`src/design/hmi_pkg.sv`:
```
package hmi_pkg;

  // Register and data widths.
  localparam int unsigned HMI_ADDR_W = 8;
  localparam int unsigned HMI_DATA_W = 8;

  // Register offsets.
  localparam logic [7:0] HMI_OFS_EVENT_A = 8'h03;
  localparam logic [7:0] HMI_OFS_EVENT_B = 8'h04;
  localparam logic [7:0] HMI_OFS_MASK_A = 8'h05;
  localparam logic [7:0] HMI_OFS_MASK_B = 8'h06;
  localparam logic [7:0] HMI_OFS_STATUS_A = 8'h07;

  // Reset values.
  localparam logic [7:0] HMI_MASK_A_RESET = 8'h00;
  localparam logic [7:0] HMI_MASK_B_RESET = 8'h00;
  localparam logic [7:0] HMI_STATUS_A_RESET = 8'h00;
  localparam logic [7:0] HMI_RDATA_RESET = 8'h00;
  localparam logic [7:0] HMI_UNMAPPED_DATA = 8'h00;

  // Writable bits of the first mask and of the first event register.
  localparam logic [7:0] HMI_A_WRITABLE = 8'h7F;

  // Field positions shared by event, mask and status registers A.
  localparam int unsigned HMI_A_TEMP_C_POS = 6;
  localparam int unsigned HMI_A_TEMP_B_POS = 5;
  localparam int unsigned HMI_A_TEMP_A_POS = 4;
  localparam int unsigned HMI_A_FIVE_POS = 3;
  localparam int unsigned HMI_A_THREE_POS = 2;
  localparam int unsigned HMI_A_CORE_POS = 1;
  localparam int unsigned HMI_A_TWO_HALF_POS = 0;
  localparam int unsigned HMI_A_USED = 7;

  // Field positions shared by event and mask registers B.
  localparam int unsigned HMI_B_SECOND_POS = 7;
  localparam int unsigned HMI_B_DIODE_POS = 6;
  localparam int unsigned HMI_B_TACH_D_POS = 5;
  localparam int unsigned HMI_B_TACH_C_POS = 4;
  localparam int unsigned HMI_B_TACH_B_POS = 3;
  localparam int unsigned HMI_B_TACH_A_POS = 2;
  localparam int unsigned HMI_B_PRIMARY_POS = 1;
  localparam int unsigned HMI_B_TWELVE_POS = 0;
  localparam int unsigned HMI_B_USED = 8;

endpackage

```
`src/design/hmi_event_bit.sv`:
```
`timescale 1ns/1ps
// One sticky change flag: set on any change of its watched level, cleared by a write of one.
module hmi_event_bit (
  input wire logic sys_clk, // System clock.
  input wire logic reset, // Synchronous reset, active high.
  input wire logic clk_en, // Clock enable; all state holds while low.
  input wire logic watch_en, // Change detection is armed while high.
  input wire logic level, // Monitored condition level.
  input wire logic clear, // Write-one-to-clear strobe for this flag.
  output logic flag // Latched change flag.
);

  logic prev_ff;
  logic flag_ff;
  logic change;

  // A change is any difference from the previous sampled level while watch_en is high.
  assign change = watch_en & (level ^ prev_ff);
  assign flag = flag_ff;

  // Previous level follows the input every enabled cycle.
  always_ff @(posedge sys_clk)
  begin
    if (reset)
      prev_ff <= 1'b0;
    else if (clk_en)
      prev_ff <= level;
  end

  // A new change in the clearing cycle keeps the flag set.
  always_ff @(posedge sys_clk)
  begin
    if (reset)
      flag_ff <= 1'b0;
    else if (clk_en)
    begin
      if (change)
        flag_ff <= 1'b1;
      else if (clear)
        flag_ff <= 1'b0;
    end
  end

endmodule

```
`src/design/hmi_top.sv`:
```
`timescale 1ns/1ps
module hmi_top (
  input wire logic sys_clk, // System clock, 10 MHz.
  input wire logic reset, // Synchronous reset, active high.
  input wire logic clk_en, // Clock enable; all state holds while low.
  input wire logic monitor_start, // Monitoring start control bit.
  input wire logic temp_c_beyond, // Zone 3 temperature beyond a limit.
  input wire logic temp_b_beyond, // Zone 2 temperature beyond a limit.
  input wire logic temp_a_beyond, // Zone 1 temperature beyond a limit.
  input wire logic five_volt_beyond, // 5 V input outside a limit.
  input wire logic three_volt_beyond, // 3.3 V input outside a limit.
  input wire logic core_volt_beyond, // Core input outside a limit.
  input wire logic two_half_volt_beyond, // 2.5 V input outside a limit.
  input wire logic second_sensor_fault, // Second sensor communication problem.
  input wire logic diode_fault, // Remote diode connection fault.
  input wire logic tach_d_fault, // Fan 4 stalled or slow.
  input wire logic tach_c_fault, // Fan 3 stalled or slow.
  input wire logic tach_b_fault, // Fan 2 stalled or slow.
  input wire logic tach_a_fault, // Fan 1 stalled or slow.
  input wire logic primary_sensor_fault, // Primary sensor communication problem.
  input wire logic twelve_volt_beyond, // 12 V input outside a limit.
  input wire logic [7:0] reg_addr, // Register offset.
  input wire logic reg_wr_en, // Write strobe, one cycle.
  input wire logic [7:0] reg_wdata, // Write data.
  input wire logic reg_rd_en, // Read strobe, one cycle.
  output logic [7:0] reg_rdata, // Read data, valid with reg_rd_valid.
  output logic reg_rd_valid, // Read answer strobe.
  output logic health_irq // Health-monitor interrupt request, active high.
);

  // Register contents and the read path.
  logic [7:0] health_irq_mask_a_ff;
  logic [7:0] health_irq_mask_b_ff;
  logic [7:0] health_limit_status_a_ff;
  logic [7:0] health_event_flags_a;
  logic [7:0] health_event_flags_b;
  logic [7:0] src_a;
  logic [7:0] src_b;
  logic [7:0] clr_a;
  logic [7:0] clr_b;
  logic [7:0] nxt_rdata;
  logic [7:0] rdata_ff;
  logic rd_valid_ff;
  logic irq_ff;
  logic nxt_irq;
  logic wr_event_a;
  logic wr_event_b;
  logic wr_mask_a;
  logic wr_mask_b;

  // Mask fields.
  logic temp_c_irq_mask;
  logic temp_b_irq_mask;
  logic temp_a_irq_mask;
  logic five_volt_irq_mask;
  logic three_volt_irq_mask;
  logic core_volt_irq_mask;
  logic two_half_volt_irq_mask;
  logic second_sensor_irq_mask;
  logic diode_connection_irq_mask;
  logic tach_d_irq_mask;
  logic tach_c_irq_mask;
  logic tach_b_irq_mask;
  logic tach_a_irq_mask;
  logic primary_sensor_irq_mask;
  logic twelve_volt_irq_mask;

  // Event flag fields.
  logic temp_c_change_flag;
  logic temp_b_change_flag;
  logic temp_a_change_flag;
  logic five_volt_change_flag;
  logic three_volt_change_flag;
  logic core_volt_change_flag;
  logic two_half_volt_change_flag;
  logic second_sensor_comm_flag;
  logic diode_connection_flag;
  logic tach_d_change_flag;
  logic tach_c_change_flag;
  logic tach_b_change_flag;
  logic tach_a_change_flag;
  logic primary_sensor_comm_flag;
  logic twelve_volt_change_flag;

  // Per-group pending terms.
  logic pend_zone;
  logic pend_volt;
  logic pend_sensor;
  logic pend_diode;
  logic pend_tach;
  logic pend_twelve;

  // Monitored levels packed at their register bit positions.
  assign src_a = {1'b0, temp_c_beyond, temp_b_beyond, temp_a_beyond,
                  five_volt_beyond, three_volt_beyond, core_volt_beyond,
                  two_half_volt_beyond};
  assign src_b = {second_sensor_fault, diode_fault, tach_d_fault, tach_c_fault,
                  tach_b_fault, tach_a_fault, primary_sensor_fault,
                  twelve_volt_beyond};

  // Write decode.
  // Writes to the status offset and to unmapped offsets decode to nothing.
  assign wr_event_a = reg_wr_en && (reg_addr == hmi_pkg::HMI_OFS_EVENT_A);
  assign wr_event_b = reg_wr_en && (reg_addr == hmi_pkg::HMI_OFS_EVENT_B);
  assign wr_mask_a = reg_wr_en && (reg_addr == hmi_pkg::HMI_OFS_MASK_A);
  assign wr_mask_b = reg_wr_en && (reg_addr == hmi_pkg::HMI_OFS_MASK_B);

  // Write-one-to-clear strobes for the event flags.
  // A clear only takes effect on an enabled cycle of the write.
  assign clr_a = wr_event_a ? (reg_wdata & hmi_pkg::HMI_A_WRITABLE) : 8'h00;
  assign clr_b = wr_event_b ? reg_wdata : 8'h00;

  // Event flag latches for group A; bit 7 is reserved and stays zero.
  // Previous levels follow the inputs while monitoring is stopped, so a source already high
  // when monitoring starts is not reported as a change; only later changes set a flag.
  assign health_event_flags_a[7] = 1'b0;
  for (genvar i = 0; i < hmi_pkg::HMI_A_USED; i++)
  begin : g_event_a
    hmi_event_bit u_bit (
      .sys_clk(sys_clk),
      .reset(reset),
      .clk_en(clk_en),
      .watch_en(monitor_start),
      .level(src_a[i]),
      .clear(clr_a[i]),
      .flag(health_event_flags_a[i])
    );
  end

  // Event flag latches for group B.
  for (genvar j = 0; j < hmi_pkg::HMI_B_USED; j++)
  begin : g_event_b
    hmi_event_bit u_bit (
      .sys_clk(sys_clk),
      .reset(reset),
      .clk_en(clk_en),
      .watch_en(monitor_start),
      .level(src_b[j]),
      .clear(clr_b[j]),
      .flag(health_event_flags_b[j])
    );
  end

  // First mask register; the reserved top bit is never stored.
  always_ff @(posedge sys_clk)
  begin
    if (reset)
      health_irq_mask_a_ff <= hmi_pkg::HMI_MASK_A_RESET;
    else if (clk_en && wr_mask_a)
      health_irq_mask_a_ff <= reg_wdata & hmi_pkg::HMI_A_WRITABLE;
  end

  // Second mask register.
  always_ff @(posedge sys_clk)
  begin
    if (reset)
      health_irq_mask_b_ff <= hmi_pkg::HMI_MASK_B_RESET;
    else if (clk_en && wr_mask_b)
      health_irq_mask_b_ff <= reg_wdata;
  end

  // Limit status follows the levels, and reads zero while monitoring is stopped.
  // The status register is read-only, so writes to its offset are ignored.
  always_ff @(posedge sys_clk)
  begin
    if (reset)
      health_limit_status_a_ff <= hmi_pkg::HMI_STATUS_A_RESET;
    else if (clk_en)
    begin
      if (!monitor_start)
        health_limit_status_a_ff <= hmi_pkg::HMI_STATUS_A_RESET;
      else
        health_limit_status_a_ff <= src_a;
    end
  end

  // Mask field names.
  // Field names keep the gating equations below readable.
  assign temp_c_irq_mask = health_irq_mask_a_ff[hmi_pkg::HMI_A_TEMP_C_POS];
  assign temp_b_irq_mask = health_irq_mask_a_ff[hmi_pkg::HMI_A_TEMP_B_POS];
  assign temp_a_irq_mask = health_irq_mask_a_ff[hmi_pkg::HMI_A_TEMP_A_POS];
  assign five_volt_irq_mask = health_irq_mask_a_ff[hmi_pkg::HMI_A_FIVE_POS];
  assign three_volt_irq_mask = health_irq_mask_a_ff[hmi_pkg::HMI_A_THREE_POS];
  assign core_volt_irq_mask = health_irq_mask_a_ff[hmi_pkg::HMI_A_CORE_POS];
  assign two_half_volt_irq_mask = health_irq_mask_a_ff[hmi_pkg::HMI_A_TWO_HALF_POS];
  assign second_sensor_irq_mask = health_irq_mask_b_ff[hmi_pkg::HMI_B_SECOND_POS];
  assign diode_connection_irq_mask = health_irq_mask_b_ff[hmi_pkg::HMI_B_DIODE_POS];
  assign tach_d_irq_mask = health_irq_mask_b_ff[hmi_pkg::HMI_B_TACH_D_POS];
  assign tach_c_irq_mask = health_irq_mask_b_ff[hmi_pkg::HMI_B_TACH_C_POS];
  assign tach_b_irq_mask = health_irq_mask_b_ff[hmi_pkg::HMI_B_TACH_B_POS];
  assign tach_a_irq_mask = health_irq_mask_b_ff[hmi_pkg::HMI_B_TACH_A_POS];
  assign primary_sensor_irq_mask = health_irq_mask_b_ff[hmi_pkg::HMI_B_PRIMARY_POS];
  assign twelve_volt_irq_mask = health_irq_mask_b_ff[hmi_pkg::HMI_B_TWELVE_POS];

  // Event flag field names.
  assign temp_c_change_flag = health_event_flags_a[hmi_pkg::HMI_A_TEMP_C_POS];
  assign temp_b_change_flag = health_event_flags_a[hmi_pkg::HMI_A_TEMP_B_POS];
  assign temp_a_change_flag = health_event_flags_a[hmi_pkg::HMI_A_TEMP_A_POS];
  assign five_volt_change_flag = health_event_flags_a[hmi_pkg::HMI_A_FIVE_POS];
  assign three_volt_change_flag = health_event_flags_a[hmi_pkg::HMI_A_THREE_POS];
  assign core_volt_change_flag = health_event_flags_a[hmi_pkg::HMI_A_CORE_POS];
  assign two_half_volt_change_flag = health_event_flags_a[hmi_pkg::HMI_A_TWO_HALF_POS];
  assign second_sensor_comm_flag = health_event_flags_b[hmi_pkg::HMI_B_SECOND_POS];
  assign diode_connection_flag = health_event_flags_b[hmi_pkg::HMI_B_DIODE_POS];
  assign tach_d_change_flag = health_event_flags_b[hmi_pkg::HMI_B_TACH_D_POS];
  assign tach_c_change_flag = health_event_flags_b[hmi_pkg::HMI_B_TACH_C_POS];
  assign tach_b_change_flag = health_event_flags_b[hmi_pkg::HMI_B_TACH_B_POS];
  assign tach_a_change_flag = health_event_flags_b[hmi_pkg::HMI_B_TACH_A_POS];
  assign primary_sensor_comm_flag = health_event_flags_b[hmi_pkg::HMI_B_PRIMARY_POS];
  assign twelve_volt_change_flag = health_event_flags_b[hmi_pkg::HMI_B_TWELVE_POS];

  // Temperature zone requests pass only where their mask bit is set.
  assign pend_zone = (temp_c_change_flag & temp_c_irq_mask)
                   | (temp_b_change_flag & temp_b_irq_mask)
                   | (temp_a_change_flag & temp_a_irq_mask);

  // Supply voltage requests.
  assign pend_volt = (five_volt_change_flag & five_volt_irq_mask)
                   | (three_volt_change_flag & three_volt_irq_mask)
                   | (core_volt_change_flag & core_volt_irq_mask)
                   | (two_half_volt_change_flag & two_half_volt_irq_mask);

  // Sensor device communication requests.
  assign pend_sensor = (second_sensor_comm_flag & second_sensor_irq_mask)
                     | (primary_sensor_comm_flag & primary_sensor_irq_mask);

  // Remote diode connection request.
  assign pend_diode = diode_connection_flag & diode_connection_irq_mask;

  // Fan tachometer requests.
  assign pend_tach = (tach_d_change_flag & tach_d_irq_mask)
                   | (tach_c_change_flag & tach_c_irq_mask)
                   | (tach_b_change_flag & tach_b_irq_mask)
                   | (tach_a_change_flag & tach_a_irq_mask);

  // Twelve volt request.
  assign pend_twelve = twelve_volt_change_flag & twelve_volt_irq_mask;

  // Any gated request raises the interrupt.
  assign nxt_irq = pend_zone | pend_volt | pend_sensor
                 | pend_diode | pend_tach | pend_twelve;

  // Interrupt output register.
  // Registering the request costs one cycle but keeps the pin free of glitches.
  always_ff @(posedge sys_clk)
  begin
    if (reset)
      irq_ff <= 1'b0;
    else if (clk_en)
      irq_ff <= nxt_irq;
  end

  // Read multiplexer; unmapped offsets answer zero.
  // A read and a write in the same cycle return the old value.
  always_comb
  begin
    case (reg_addr)
      hmi_pkg::HMI_OFS_EVENT_A: nxt_rdata = health_event_flags_a;
      hmi_pkg::HMI_OFS_EVENT_B: nxt_rdata = health_event_flags_b;
      hmi_pkg::HMI_OFS_MASK_A: nxt_rdata = health_irq_mask_a_ff;
      hmi_pkg::HMI_OFS_MASK_B: nxt_rdata = health_irq_mask_b_ff;
      hmi_pkg::HMI_OFS_STATUS_A: nxt_rdata = health_limit_status_a_ff;
      default: nxt_rdata = hmi_pkg::HMI_UNMAPPED_DATA;
    endcase
  end

  // Read data is captured on the strobe and held until the next read.
  always_ff @(posedge sys_clk)
  begin
    if (reset)
      rdata_ff <= hmi_pkg::HMI_RDATA_RESET;
    else if (clk_en && reg_rd_en)
      rdata_ff <= nxt_rdata;
  end

  // Read answer strobe, one cycle after the request.
  always_ff @(posedge sys_clk)
  begin
    if (reset)
      rd_valid_ff <= 1'b0;
    else if (clk_en)
      rd_valid_ff <= reg_rd_en;
  end

  // Every output is driven straight from its flip-flop.
  assign reg_rdata = rdata_ff;
  assign reg_rd_valid = rd_valid_ff;
  assign health_irq = irq_ff;

endmodule

```
`config.mk`:
```
export PLATFORM = sky130hd
export DESIGN_NAME = hmi_top
export DESIGN_NICKNAME = d
export VERILOG_FILES = /design/src/design/hmi_pkg.sv /design/src/design/hmi_event_bit.sv /design/src/design/hmi_top.sv
export SDC_FILE = /design/constraint.sdc
export NUM_CORES = 1
export LEC_CHECK = 0
export BUFFER_PORTS_ARGS = -buffer_cell sky130_fd_sc_hd__buf_2
export CAP_MARGIN = 30
export CORE_MARGIN = 2
export CORE_UTILIZATION = 50
export DETAILED_ROUTE_END_ITERATION = 6
export PLACE_DENSITY = 0.72
export SLEW_MARGIN = 20
export SYNTH_ARGS = -nofsm -noshare
export SYNTH_HDL_FRONTEND = slang
export SYNTH_SLANG_ARGS = --single-unit
```
`constraint.sdc`:
```
create_clock -name sys_clk -period 1.5 [get_ports sys_clk]
set_input_delay 0.3 -clock sys_clk [delete_from_list [all_inputs] [get_ports sys_clk]]
set_output_delay 0.3 -clock sys_clk [all_outputs]
set_load 0.1 [all_outputs]
```
==> load_flow_metrics.sql, run 1 <==
INSERT INTO impl_metrics (metric_group, metric, value, unit) VALUES
('setup_path', 'worstPathMaxFanout', '2', ''),
('logic_synthesis', 'post_synth_main_area_contributors', 'dfxtp_1 43%, mux2i_1 12%, xor2_1 4.5%', ''),
('logic_synthesis', 'yosys.area_share.simple', '19.18', '%'),
('logic_synthesis', 'muxShareOfSynthArea', '13.21', '%'),
('setup_path', 'start_kind', 'flip-flop', ''),
('drt', 'detail_route.drc_violations', '0', ''),
('drt', 'detail_route.iter0.violations', '262', ''),
('clock_tree', 'post_cts_resized', '0', ''),
('floorplan', 'die_width', '80.38', 'um'),
('clock_tree', 'cts_tree', 'yes', ''),
('logic_synthesis', 'synth_ff_type', 'dfxtp_1', ''),
('clock_tree', 'numCtsBuffers', '9', ''),
('status', 'run_status', 'completed', ''),
('timing', 'timing_hold_violations_final', '0', ''),
('drt', 'route.detailed.vias_per_inst', '5.556', ''),
('clock_tree', 'clock_tree.htree_level_count', '3', ''),
('logic_synthesis', 'synth_fa_ha_area_share', '0', '%'),
('layout', 'design.final.nets', '411', ''),
('global_routing', 'grt_pass1_vias', '2260', ''),
('placed_design', 'place.detailed.instances', '435', ''),
('drt', 'antenna_left', '0', ''),
('layout', 'stdcell_count', '450', ''),
('global_routing', 'groute.usage.overall', '23.24', '%'),
('logic_synthesis', 'yosys_register_bits', '62', ''),
('setup_path', 'timing.critical_path.slowest_cell_delay', '430', 'ps'),
('pwr', 'power.switching_fraction', '23.83', '%'),
('drt', 'num_vias', '2500', ''),
('drt', 'wl_per_cell', '15.71', 'um'),
('logic_synthesis', 'post-synth-top-area-cell', 'dfxtp_1', ''),
('setup_path', 'timing.critical_path.to_type', 'primary output', ''),
('timing', 'worst_slew_pin_slew', '562.8', 'ps'),
('layout', 'regArea', '0.001241', 'mm2'),
('timing', 'finalClockSkew', '9.923', 'ps'),
('global_routing', 'grt_first_pass_wirelength', '11250', 'um'),
('timing', 'period_share', '94.82', '%'),
('pwr', 'p_per_area', '1079', 'mW/mm2'),
('logic_synthesis', 'yosysSeqAreaShare', '42.56', '%'),
('logic_synthesis', 'synth_top_cell_area_share', '42.56', '%'),
('pwr', 'switching_power', '0.9039', 'mW'),
('layout', 'layout.cell_area.non_filler', '0.003516', 'mm2'),
('layout', 'final_layout_size_suffix_gt1_share', '24.07', '%'),
('drt', 'detail_route.wirelength', '7069', 'um'),
('logic_synthesis', 'synth_fp_nets', '355', ''),
('layout', 'flow.area_growth_from_synthesis', '20.55', '%'),
('floorplan', 'starting_utilization_of_the_core_area', '52.32', '%'),
('placed_design', 'detailedPlacementHpwl', '5114', 'um'),
('placed_design', 'place_congestion', '0.8509', ''),
('layout', 'fillCellCount', '494', ''),
('clock_tree', 'clockRootBuffer', 'clkbuf_8', ''),
('hold_path', 'worst_hold_path_type', 'in2reg', ''),
('placed_design', 'place_area', '0.003294', 'mm2'),
('clock_tree', 'max-clock-path-buffers', '2', ''),
('floorplan', 'placeableCoreArea', '0.005574', 'mm2'),
('clock_tree', 'clk_pin_slew_worst_paths', '70', 'ps'),
('logic_synthesis', 'syn_inst', '318', ''),
('layout', 'multi_input_gate_area_in_the_final_layout', '0.001539', 'mm2'),
('layout', 'antenna-diode-count', '0', ''),
('clock_tree', 'clock_sink_count', '62', ''),
('global_routing', 'grt_antenna_before_repair', '0', ''),
('drt', 'dr.pass1.iters', '5', ''),
('setup_path', 'critical-path-top-delay-family', 'buffers and inverters', ''),
('setup_path', 'critical_path_class', 'reg2out', ''),
('timing', 'final-setup-viol-count', '0', ''),
('logic_synthesis', 'yosysUniqueCellTypes', '37', ''),
('setup_path', 'worstPathCellList', 'buf_2', ''),
('pwr', 'seqPwrFrac', '46.2', '%'),
('setup_path', 'critical_path_arrival', '1120', 'ps'),
('pwr', 'intPower', '2.889', 'mW'),
('clock_tree', 'holdBufCountCts', '0', ''),
('clock_tree', 'cts_post_setup_buffers_inserted', '0', ''),
('timing', 'timing.slew.headroom', '62.48', '%');
==> through the flow <==
| stage | worst slack (ps) | util [%] | hold WS (ps) | power, mW | setup TNS [ps] |
|---|---|---|---|---|---|
| floorplan | 175.9 | - | 442.7 | 2.020 | 0 |
| global placement | 13.51 | 59.10 | 420.9 | 2.174 | 0 |
| detailed placement | -46.75 | 59.10 | 429.5 | 2.183 | -225.7 |
| CTS | 57.90 | 63.08 | 216.0 | 3.805 | 0 |
| global route | 36.32 | 63.08 | 223.7 | 3.924 | 0 |
| finish | 77.66 | 63.08 | 224.4 | 3.793 | 0 |
==> metal layers <==
layer,wire (um),up-vias,GRT usage (%)
li1,-,1230,-
met1,3239,1154,31.81
met2,3270,101,35.50
met3,415,15,4.157
met4,143,0,10.68
met5,0,-,0
==> cell usage in the layout, fill, tap and decap left out, types with 2 or more instances in the layout <==
master      n
and3_1      2
and2b_1     2
nand3_1    11
nand3b_1    8
dfxtp_1    62
clkbuf_8   11
a221oi_1    3
o21ai_0    22
a21oi_1    24
mux2_2      4
nor2_1     33
a22o_1      9
inv_1       7
buf_2      46
clkinv_2    2
nand4_4     2
buf_4      17
a22oi_1    12
xor2_1     15
buf_12      2
nand2_1    27
nand2b_1    8
bufinv_16   2
mux2i_1    34
==> cells by family after synthesis <==
kind of cell,after synthesis
buffers and inverters,27
xor gates and xnor gates,15
and+or+nand+nor,102
muxes,38
DFF,62
AOI/OAI and AO/OA,74
==> final timing paths <==
path	from	endpoint	cells after the start	slack (ps)
worst max-delay path	reg_rdata[3]$_SDFFE_PP0P_	reg_rdata[3]	1	80
worst min-delay path	tach_c_fault	g_event_b[4].u_bit.prev_ff$_SDFFE_PP0P_	3	220
worst min register to register	reg_rdata[0]$_SDFFE_PP0P_	reg_rdata[0]$_SDFFE_PP0P_	2	440
worst max register to register	health_irq_mask_a_ff[0]$_SDFFE_PP0P_	health_irq$_SDFFE_PP0P_	4	210
==> cell type report <==
cell class / count / area share [%]
inverters: 7 / 0.7473
repair buffers: 65 / 11.32
clock inverters: 4 / 1.993
well taps: 72 / 2.562
multi-input cells: 229 / 43.77
flip-flops and latches: 62 / 35.30
clock buffers: 11 / 4.306
==> registers in the layout, summed over array words and instances, names as in the netlist <==
signal                    count
reg_rd_valid                  1
health_irq_mask_b_ff          8
g_event_b.u_bit.flag          8
g_event_a.u_bit.prev_ff       7
reg_rdata                     8
health_irq                    1
health_limit_status_a_ff      7
g_event_a.u_bit.flag          7
g_event_b.u_bit.prev_ff       8
health_irq_mask_a_ff          7
==> power by group through the flow <==
| stage | sequential, mW | clock [mW] | combinational (mW) |
|---|---|---|---|
| floorplan | 1.79 | 0 | 0.228 |
| global route | 1.76 | 1.73 | 0.434 |
| finish | 1.75 | 1.64 | 0.397 |
| global placement | 1.79 | 0 | 0.388 |
| CTS | 1.75 | 1.66 | 0.397 |
| detailed placement | 1.79 | 0 | 0.395 |
No activity file was read; power rests on OpenSTA's default activity.
==> inputs of run 2 (changes only) <==
CELL_PAD_IN_SITES_DETAIL_PLACEMENT = 0   (was not set)
CELL_PAD_IN_SITES_GLOBAL_PLACEMENT = 1   (was not set)
CORE_UTILIZATION = 42   (was 50)
PLACE_DENSITY = not set   (was 0.72)
PLACE_DENSITY_LB_ADDON = 0.1   (was not set)
==> run 2 against run 1 <==
Net effect:
- combinational power increased by 2%
- sequential cell count unchanged
- largest power group unchanged
- maximum frequency grew 1.8%
- wire length increased by 2.4%
- highest routed layer unchanged
- non-clock buffer count unchanged
- critical endpoint is now reg_rdata[4]
- worst hold slack worse by 5.9 ps
==> load_flow_metrics.sql, run 2 (synthesis gave the netlist of run 1 again) <==
INSERT INTO impl_metrics (metric_group, metric, value, unit) VALUES
('timing', 'final-setup-viol-count', '0', ''),
('clock_tree', 'clock_tree.htree_level_count', '3', ''),
('layout', 'design.final.nets', '411', ''),
('floorplan', 'num_io_pins', '47', ''),
('setup_path', 'timing.critical_path.slowest_cell_delay', '420', 'ps'),
('global_routing', 'groute.usage.overall', '20.05', '%'),
('layout', 'layout.cells.most_common', 'dfxtp_1', ''),
('setup_path', 'critical_path_arrival', '1100', 'ps'),
('clock_tree', 'cts_post_setup_buffers_inserted', '0', ''),
('drt', 'num_vias', '2435', ''),
('status', 'run_status', 'completed', ''),
('floorplan', 'fp.dieArea', '0.007627', 'mm2'),
('setup_path', 'ff_to_ff_path_depth', '4', ''),
('pwr', 'power.ir.vdd_worst', '0.0004854', 'V'),
('clock_tree', 'cts_tree', 'yes', ''),
('timing', 'timing.slew.headroom', '67.73', '%'),
('floorplan', 'die-height', '87.33', 'um'),
('setup_path', 'critPathBufInv', '1', ''),
('drt', 'detail_route.drc_violations', '0', ''),
('timing', 'timing_hold_violations_final', '0', ''),
('clock_tree', 'post_cts_resized', '0', ''),
('setup_path', 'critical-path-top-delay-family', 'buffers and inverters', ''),
('timing', 'grt_setup_unrepaired', 'false', ''),
('clock_tree', 'numCtsBuffers', '9', ''),
('setup_path', 'timing.critical_path.to_type', 'primary output', ''),
('floorplan', 'floorplan.rows', '30', ''),
('layout', 'antenna-diode-count', '0', ''),
('drt', 'detail_route.iter0.violations', '113', ''),
('timing', 'worst_slew_pin_slew', '487.4', 'ps'),
('setup_path', 'beginning_of_the_critical_path', 'reg_rdata[4]$_SDFFE_PP0P_', ''),
('setup_path', 'worstPathMaxFanout', '2', ''),
('setup_path', 'r2r_slack', '270', 'ps'),
('job', 'drv_cap', '0', ''),
('setup_path', 'critical_path_class', 'reg2out', ''),
('drt', 'antenna_left', '0', ''),
('clock_tree', 'holdBufCountCts', '0', ''),
('layout', 'final_layout_size_suffix_gt1_share', '24.27', '%'),
('timing', 'finalClockSkew', '11.20', 'ps'),
('drt', 'route.detailed.vias_per_inst', '5.305', ''),
('setup_path', 'required', '1200', 'ps'),
('timing', 'finalMaxSlewViolations', '0', ''),
('timing', 'period_share', '93.17', '%'),
('hold_path', 'worst_hold_path_type', 'in2reg', ''),
('clock_tree', 'clk_pin_slew_worst_paths', '70', 'ps'),
('setup_path', 'timing.critical_path.depth', '1', ''),
('timing', 'fin_ws', '102.5', 'ps'),
('global_routing', 'grt_antenna_before_repair', '0', ''),
('drt', 'dr.pass1.iters', '4', ''),
('setup_path', 'cpMaxStageDelayCell', 'buf_2', ''),
('global_routing', 'grt_pass1_vias', '2279', ''),
('placed_design', 'pre_cts_setup_slack', '-59.55', 'ps'),
('layout', 'commonest_cells_after_routing_fill_and_taps_aside', '62 x dfxtp_1, 46 x buf_2, 34 x mux2i_1, 33 x nor2_1, 27 x nand2_1', ''),
('floorplan', 'die_width', '87.33', 'um'),
('timing', 'fin_tns_setup', '0', 'ps'),
('setup_path', 'start_kind', 'flip-flop', ''),
('global_routing', 'grt_max_degree', '41', ''),
('pwr', 'power.leakage', '1.613', 'nW'),
('floorplan', 'placeableCoreArea', '0.006756', 'mm2'),
('clock_tree', 'clock_sink_count', '62', ''),
('placed_design', 'detailedPlacementHpwl', '5346', 'um'),
('layout', 'flow.area_growth_from_synthesis', '20.85', '%'),
('placed_design', 'numPortBuffers', '46', ''),
('drt', 'wl_per_cell', '15.77', 'um'),
('global_routing', 'grt_remaining_overflow', '0', ''),
('setup_path', 'r2r_start', 'g_event_a[0].u_bit.flag$_SDFFE_PP0P_', ''),
('global_routing', 'grt_first_pass_wirelength', '11650', 'um'),
('clock_tree', 'max-clock-path-buffers', '2', ''),
('timing', 'clock.fmax', '0.7156', 'GHz'),
('pwr', 'p_per_area', '1043', 'mW/mm2'),
('setup_path', 'crit-reg2reg-capture', 'health_irq$_SDFFE_PP0P_', ''),
('clock_tree', 'clockRootBuffer', 'clkbuf_8', ''),
('placed_design', 'place_congestion', '0.8552', ''),
('floorplan', 'starting_utilization_of_the_core_area', '43.17', '%'),
('drt', 'detail_route.wirelength', '7239', 'um'),
('timing', 'hold_ws', '218.4', 'ps'),
('setup_path', 'worstPathCellList', 'buf_2', ''),
('clock_tree', 'worst_skew_pair_latency', '340', 'ps'),
('setup_path', 'endpoint', 'reg_rdata[4]', ''),
('timing', 'final.min_clock_period', '1397', 'ps');
run 2: changes by cell type in the layout (fill, tap and decap cells not counted):
| cell | change |
|---|---|
| buf_4 | -1 |
| bufinv_16 | -1 |
| buf_12 | +1 |
| inv_6 | +1 |
| clkinvlp_4 | +1 |
run 2: how the worst min path moves through the flow:
stage / startpoint / cells after the start / endpoint
after floorplan: health_limit_status_a_ff[3]$_SDFFE_PP0P_ / 2 / health_limit_status_a_ff[3]$_SDFFE_PP0P_
after global placement: reg_rdata[5]$_SDFFE_PP0P_ / 2 / reg_rdata[5]$_SDFFE_PP0P_
after detailed placement: reg_rdata[1]$_SDFFE_PP0P_ / 2 / reg_rdata[1]$_SDFFE_PP0P_
after CTS: reg_wdata[7] / 3 / health_irq_mask_b_ff[7]$_SDFFE_PP0P_
after global routing: tach_a_fault / 3 / g_event_b[2].u_bit.prev_ff$_SDFFE_PP0P_
final: reg_wdata[7] / 3 / health_irq_mask_b_ff[7]$_SDFFE_PP0P_
run 2: layout make-up:
class	instances	area [um2]
clock buffers	11	151.4
clock inverters	5	56.30
fillers	677	3232
inverters	7	26.28
multi-input cells	229	1539
flip-flops and latches	62	1241
well taps	80	100.1
repair buffers	65	410.4
run 2: stage by stage:
stage | util (%) | total power, mW | instances | cell area, um2
finish | 52.17 | 3.675 | 459 | 3525
global route | 52.17 | 3.847 | 459 | 3525
CTS | 52.17 | 3.731 | 459 | 3525
detailed placement | 49.09 | 2.192 | 443 | 3317
global placement | 49.09 | 2.189 | 443 | 3317
floorplan | - | 2.020 | 318 | 2917
run 2: power breakdown:
part	switching [mW]	internal, mW
clock network	0.664	0.858
logic	0.227	0.176
registers	0.0448	1.71
total	0.936	2.74
run 2: worst register-to-register path: stages, from the launching register on:
cell and delay, ps:
dfxtp_1 340, a22o_1 210, a221oi_1 190, and3_1 240, a311oi_1 110
run 2: per-layer routing:
layer / part of all wire, % / routed length, um / global-route usage [%]
met5: 0 / 0 / 0
met4: 1.2 / 90 / 7.552
met3: 4.5 / 329 / 4.360
met2: 44 / 3194 / 29.89
met1: 50 / 3624 / 28.25
==> inputs of run 3 (changes only) <==
CORE_UTILIZATION = 38   (was 42)
clock period = 1.2 ns   (was 1.5 ns; I/O delays follow)
==> run 3 against run 2 <==
Net effect:
- cell area rose by 7.8%
- count of clock-buffer cells in the layout rose by 1
- clock power is 6% higher
- non-clock buffer count rose by 16
- die area up 10%
- clock skew fell by 6.5 ps
- largest cell class unchanged
==> load_flow_metrics.sql, run 3 (synthesis gave the netlist of run 1 again) <==
INSERT INTO impl_metrics (metric_group, metric, value, unit) VALUES
('global_routing', 'grt_first_pass_wirelength', '12220', 'um'),
('global_routing', 'grt_pass1_vias', '2369', ''),
('floorplan', 'die-height', '91.61', 'um'),
('drt', 'route.detailed.vias_per_inst', '5.026', ''),
('clock_tree', 'cts_tree', 'yes', ''),
('pwr', 'power.leakage', '1.706', 'nW'),
('setup_path', 'r2r_slack', '20', 'ps'),
('clock_tree', 'worst_skew_pair_latency', '330', 'ps'),
('clock_tree', 'holdBufCountCts', '0', ''),
('clock_tree', 'clk_pin_slew_worst_paths', '70', 'ps'),
('global_routing', 'grt_remaining_overflow', '0', ''),
('status', 'run_status', 'completed', ''),
('layout', 'flow.area_growth_from_synthesis', '30.33', '%'),
('setup_path', 'critPathBufInv', '0', ''),
('placed_design', 'place_congestion', '0.8674', ''),
('pwr', 'power.ir.vdd_worst', '0.0006901', 'V'),
('job', 'drv_cap', '0', ''),
('setup_path', 'critical-path-top-delay-family', 'compound AO/OA/AOI/OAI gates', ''),
('setup_path', 'critical_path_arrival', '1370', 'ps'),
('setup_path', 'beginning_of_the_critical_path', 'g_event_a[0].u_bit.flag$_SDFFE_PP0P_', ''),
('placed_design', 'detailedPlacementHpwl', '5518', 'um'),
('timing', 'timing.slew.headroom', '76.16', '%'),
('clock_tree', 'clock_sink_count', '62', ''),
('timing', 'fin_tns_setup', '0', 'ps'),
('floorplan', 'placeableCoreArea', '0.007331', 'mm2'),
('layout', 'antenna-diode-count', '0', ''),
('setup_path', 'r2r_start', 'g_event_a[0].u_bit.flag$_SDFFE_PP0P_', ''),
('timing', 'finalClockSkew', '4.678', 'ps'),
('layout', 'design.final.nets', '427', ''),
('floorplan', 'fp.dieArea', '0.008391', 'mm2'),
('floorplan', 'floorplan.rows', '31', ''),
('placed_design', 'numPortBuffers', '46', ''),
('setup_path', 'worstPathCellList', 'a22o_1, a221oi_2, and3_4, a311oi_2', ''),
('setup_path', 'cpMaxStageDelayCell', 'dfxtp_2', ''),
('setup_path', 'start_kind', 'flip-flop', ''),
('drt', 'detail_route.drc_violations', '0', ''),
('layout', 'layout.cell_area.non_filler', '0.003801', 'mm2'),
('floorplan', 'num_io_pins', '47', ''),
('drt', 'num_vias', '2483', ''),
('timing', 'grt_setup_unrepaired', 'true', ''),
('clock_tree', 'clockRootBuffer', 'clkbuf_8', ''),
('drt', 'detail_route.wirelength', '7546', 'um'),
('layout', 'fin_util', '51.85', '%'),
('layout', 'layout.cells.most_common', 'dfxtp_1', ''),
('setup_path', 'worstPathMaxFanout', '2', ''),
('setup_path', 'critical_path_class', 'reg2reg', ''),
('setup_path', 'required', '1390', 'ps'),
('hold_path', 'worst_hold_path_type', 'in2reg', ''),
('global_routing', 'grt_max_degree', '30', ''),
('global_routing', 'groute.usage.overall', '18.48', '%'),
('setup_path', 'endpoint', 'health_irq$_SDFFE_PP0P_', ''),
('setup_path', 'timing.critical_path.slowest_cell_delay', '320', 'ps'),
('setup_path', 'crit-reg2reg-capture', 'health_irq$_SDFFE_PP0P_', ''),
('drt', 'antenna_left', '0', ''),
('global_routing', 'grt_antenna_before_repair', '0', ''),
('clock_tree', 'max-clock-path-buffers', '2', ''),
('pwr', 'p_per_area', '1144', 'mW/mm2'),
('setup_path', 'timing.critical_path.to_type', 'flip-flop', ''),
('setup_path', 'timing.critical_path.depth', '4', ''),
('timing', 'finalMaxSlewViolations', '0', ''),
('timing', 'final.min_clock_period', '1184', 'ps'),
('timing', 'timing_hold_violations_final', '0', ''),
('timing', 'worst_slew_pin_slew', '357.2', 'ps'),
('layout', 'commonest_cells_after_routing_fill_and_taps_aside', '53 x dfxtp_1, 36 x buf_2, 34 x mux2i_1, 33 x nor2_1, 33 x buf_4', ''),
('clock_tree', 'numCtsBuffers', '9', ''),
('layout', 'final_layout_size_suffix_gt1_share', '30.38', '%'),
('timing', 'clock.fmax', '0.8445', 'GHz'),
('drt', 'dr.pass1.iters', '4', ''),
('placed_design', 'place_area', '0.003583', 'mm2'),
('floorplan', 'die_width', '91.61', 'um'),
('clock_tree', 'clock_tree.htree_level_count', '3', ''),
('timing', 'period_share', '98.68', '%'),
('drt', 'wl_per_cell', '15.28', 'um'),
('setup_path', 'ff_to_ff_path_depth', '4', ''),
('drt', 'detail_route.iter0.violations', '101', ''),
('timing', 'final-setup-viol-count', '0', ''),
('floorplan', 'starting_utilization_of_the_core_area', '39.78', '%');
[run 3: cell types whose count changed in the layout (fill, tap and decap cells not counted), moves of 9 or more]
| cell | before | now |
|---|---|---|
| dfxtp_1 | 62 | 53 |
| buf_4 | 16 | 33 |
| buf_2 | 46 | 36 |
| buf_12 | 3 | 12 |
| dfxtp_2 | 0 | 9 |
[run 3: how the worst min path moves through the flow]
stage	from	to	slack (ps)	cells after the start
final	tach_b_fault	g_event_b[3].u_bit.prev_ff$_SDFFE_PP0P_	170	3
after floorplan	reg_wdata[0]	health_irq_mask_a_ff[0]$_SDFFE_PP0P_	380	2
after CTS	tach_b_fault	g_event_b[3].u_bit.prev_ff$_SDFFE_PP0P_	160	3
after global placement	reg_rdata[0]$_SDFFE_PP0P_	reg_rdata[0]$_SDFFE_PP0P_	460	2
after global routing	twelve_volt_beyond	g_event_b[0].u_bit.prev_ff$_SDFFE_PP0P_	170	3
after detailed placement	reg_rdata[0]$_SDFFE_PP0P_	reg_rdata[0]$_SDFFE_PP0P_	470	2
[run 3: area by class of cell]
cell class | instances | area (um2)
Inverter | 7 | 26.28
Timing Repair Buffer | 81 | 668.1
Tap cell | 99 | 123.9
Clock buffer | 12 | 145.1
Sequential cell | 62 | 1252
Fill cell | 720 | 3530
Clock inverter | 4 | 22.52
Multi-Input combinational cell | 229 | 1563
[run 3: worst reg2reg max path: stages, from the launching register on]
cell,delay [ps]
dfxtp_2,320
a22o_1,230
a221oi_2,170
and3_4,230
a311oi_2,100
[run 3: per-stage QoR]
stage | setup WS [ps] | instances | power, mW | hold WS (ps)
global placement | -236.7 | 475 | 2.769 | 464.5
floorplan | 2.516 | 318 | 2.526 | 383.9
global route | -15.50 | 494 | 4.557 | 169.1
detailed placement | -245.7 | 475 | 2.774 | 467.2
CTS | -32.41 | 492 | 4.390 | 156.0
finish | 15.85 | 494 | 4.347 | 165.8
[run 3: where the power goes]
part	switching [mW]	leakage, nW	internal, mW
Clock	0.813	0.0861	0.797
Combinational	0.295	1.11	0.251
Sequential	0.0573	0.510	2.13
[run 3: per-layer routing]
metal  vias up  routed length, um  GRT usage (%)
met5         -                  0              0
met2        54               3301          27.27
met1      1147               3831          26.52
li1       1269                  -              -
met4         0                135          7.071
met3        13                277          3.485
[run 3: repair_timing]
action | in CTS | in global routing
setup endpoints to repair | 1 | 8
pin swaps | 2 | 3
setup buffers | 1 | 2
gates resized for setup | 2 | 9
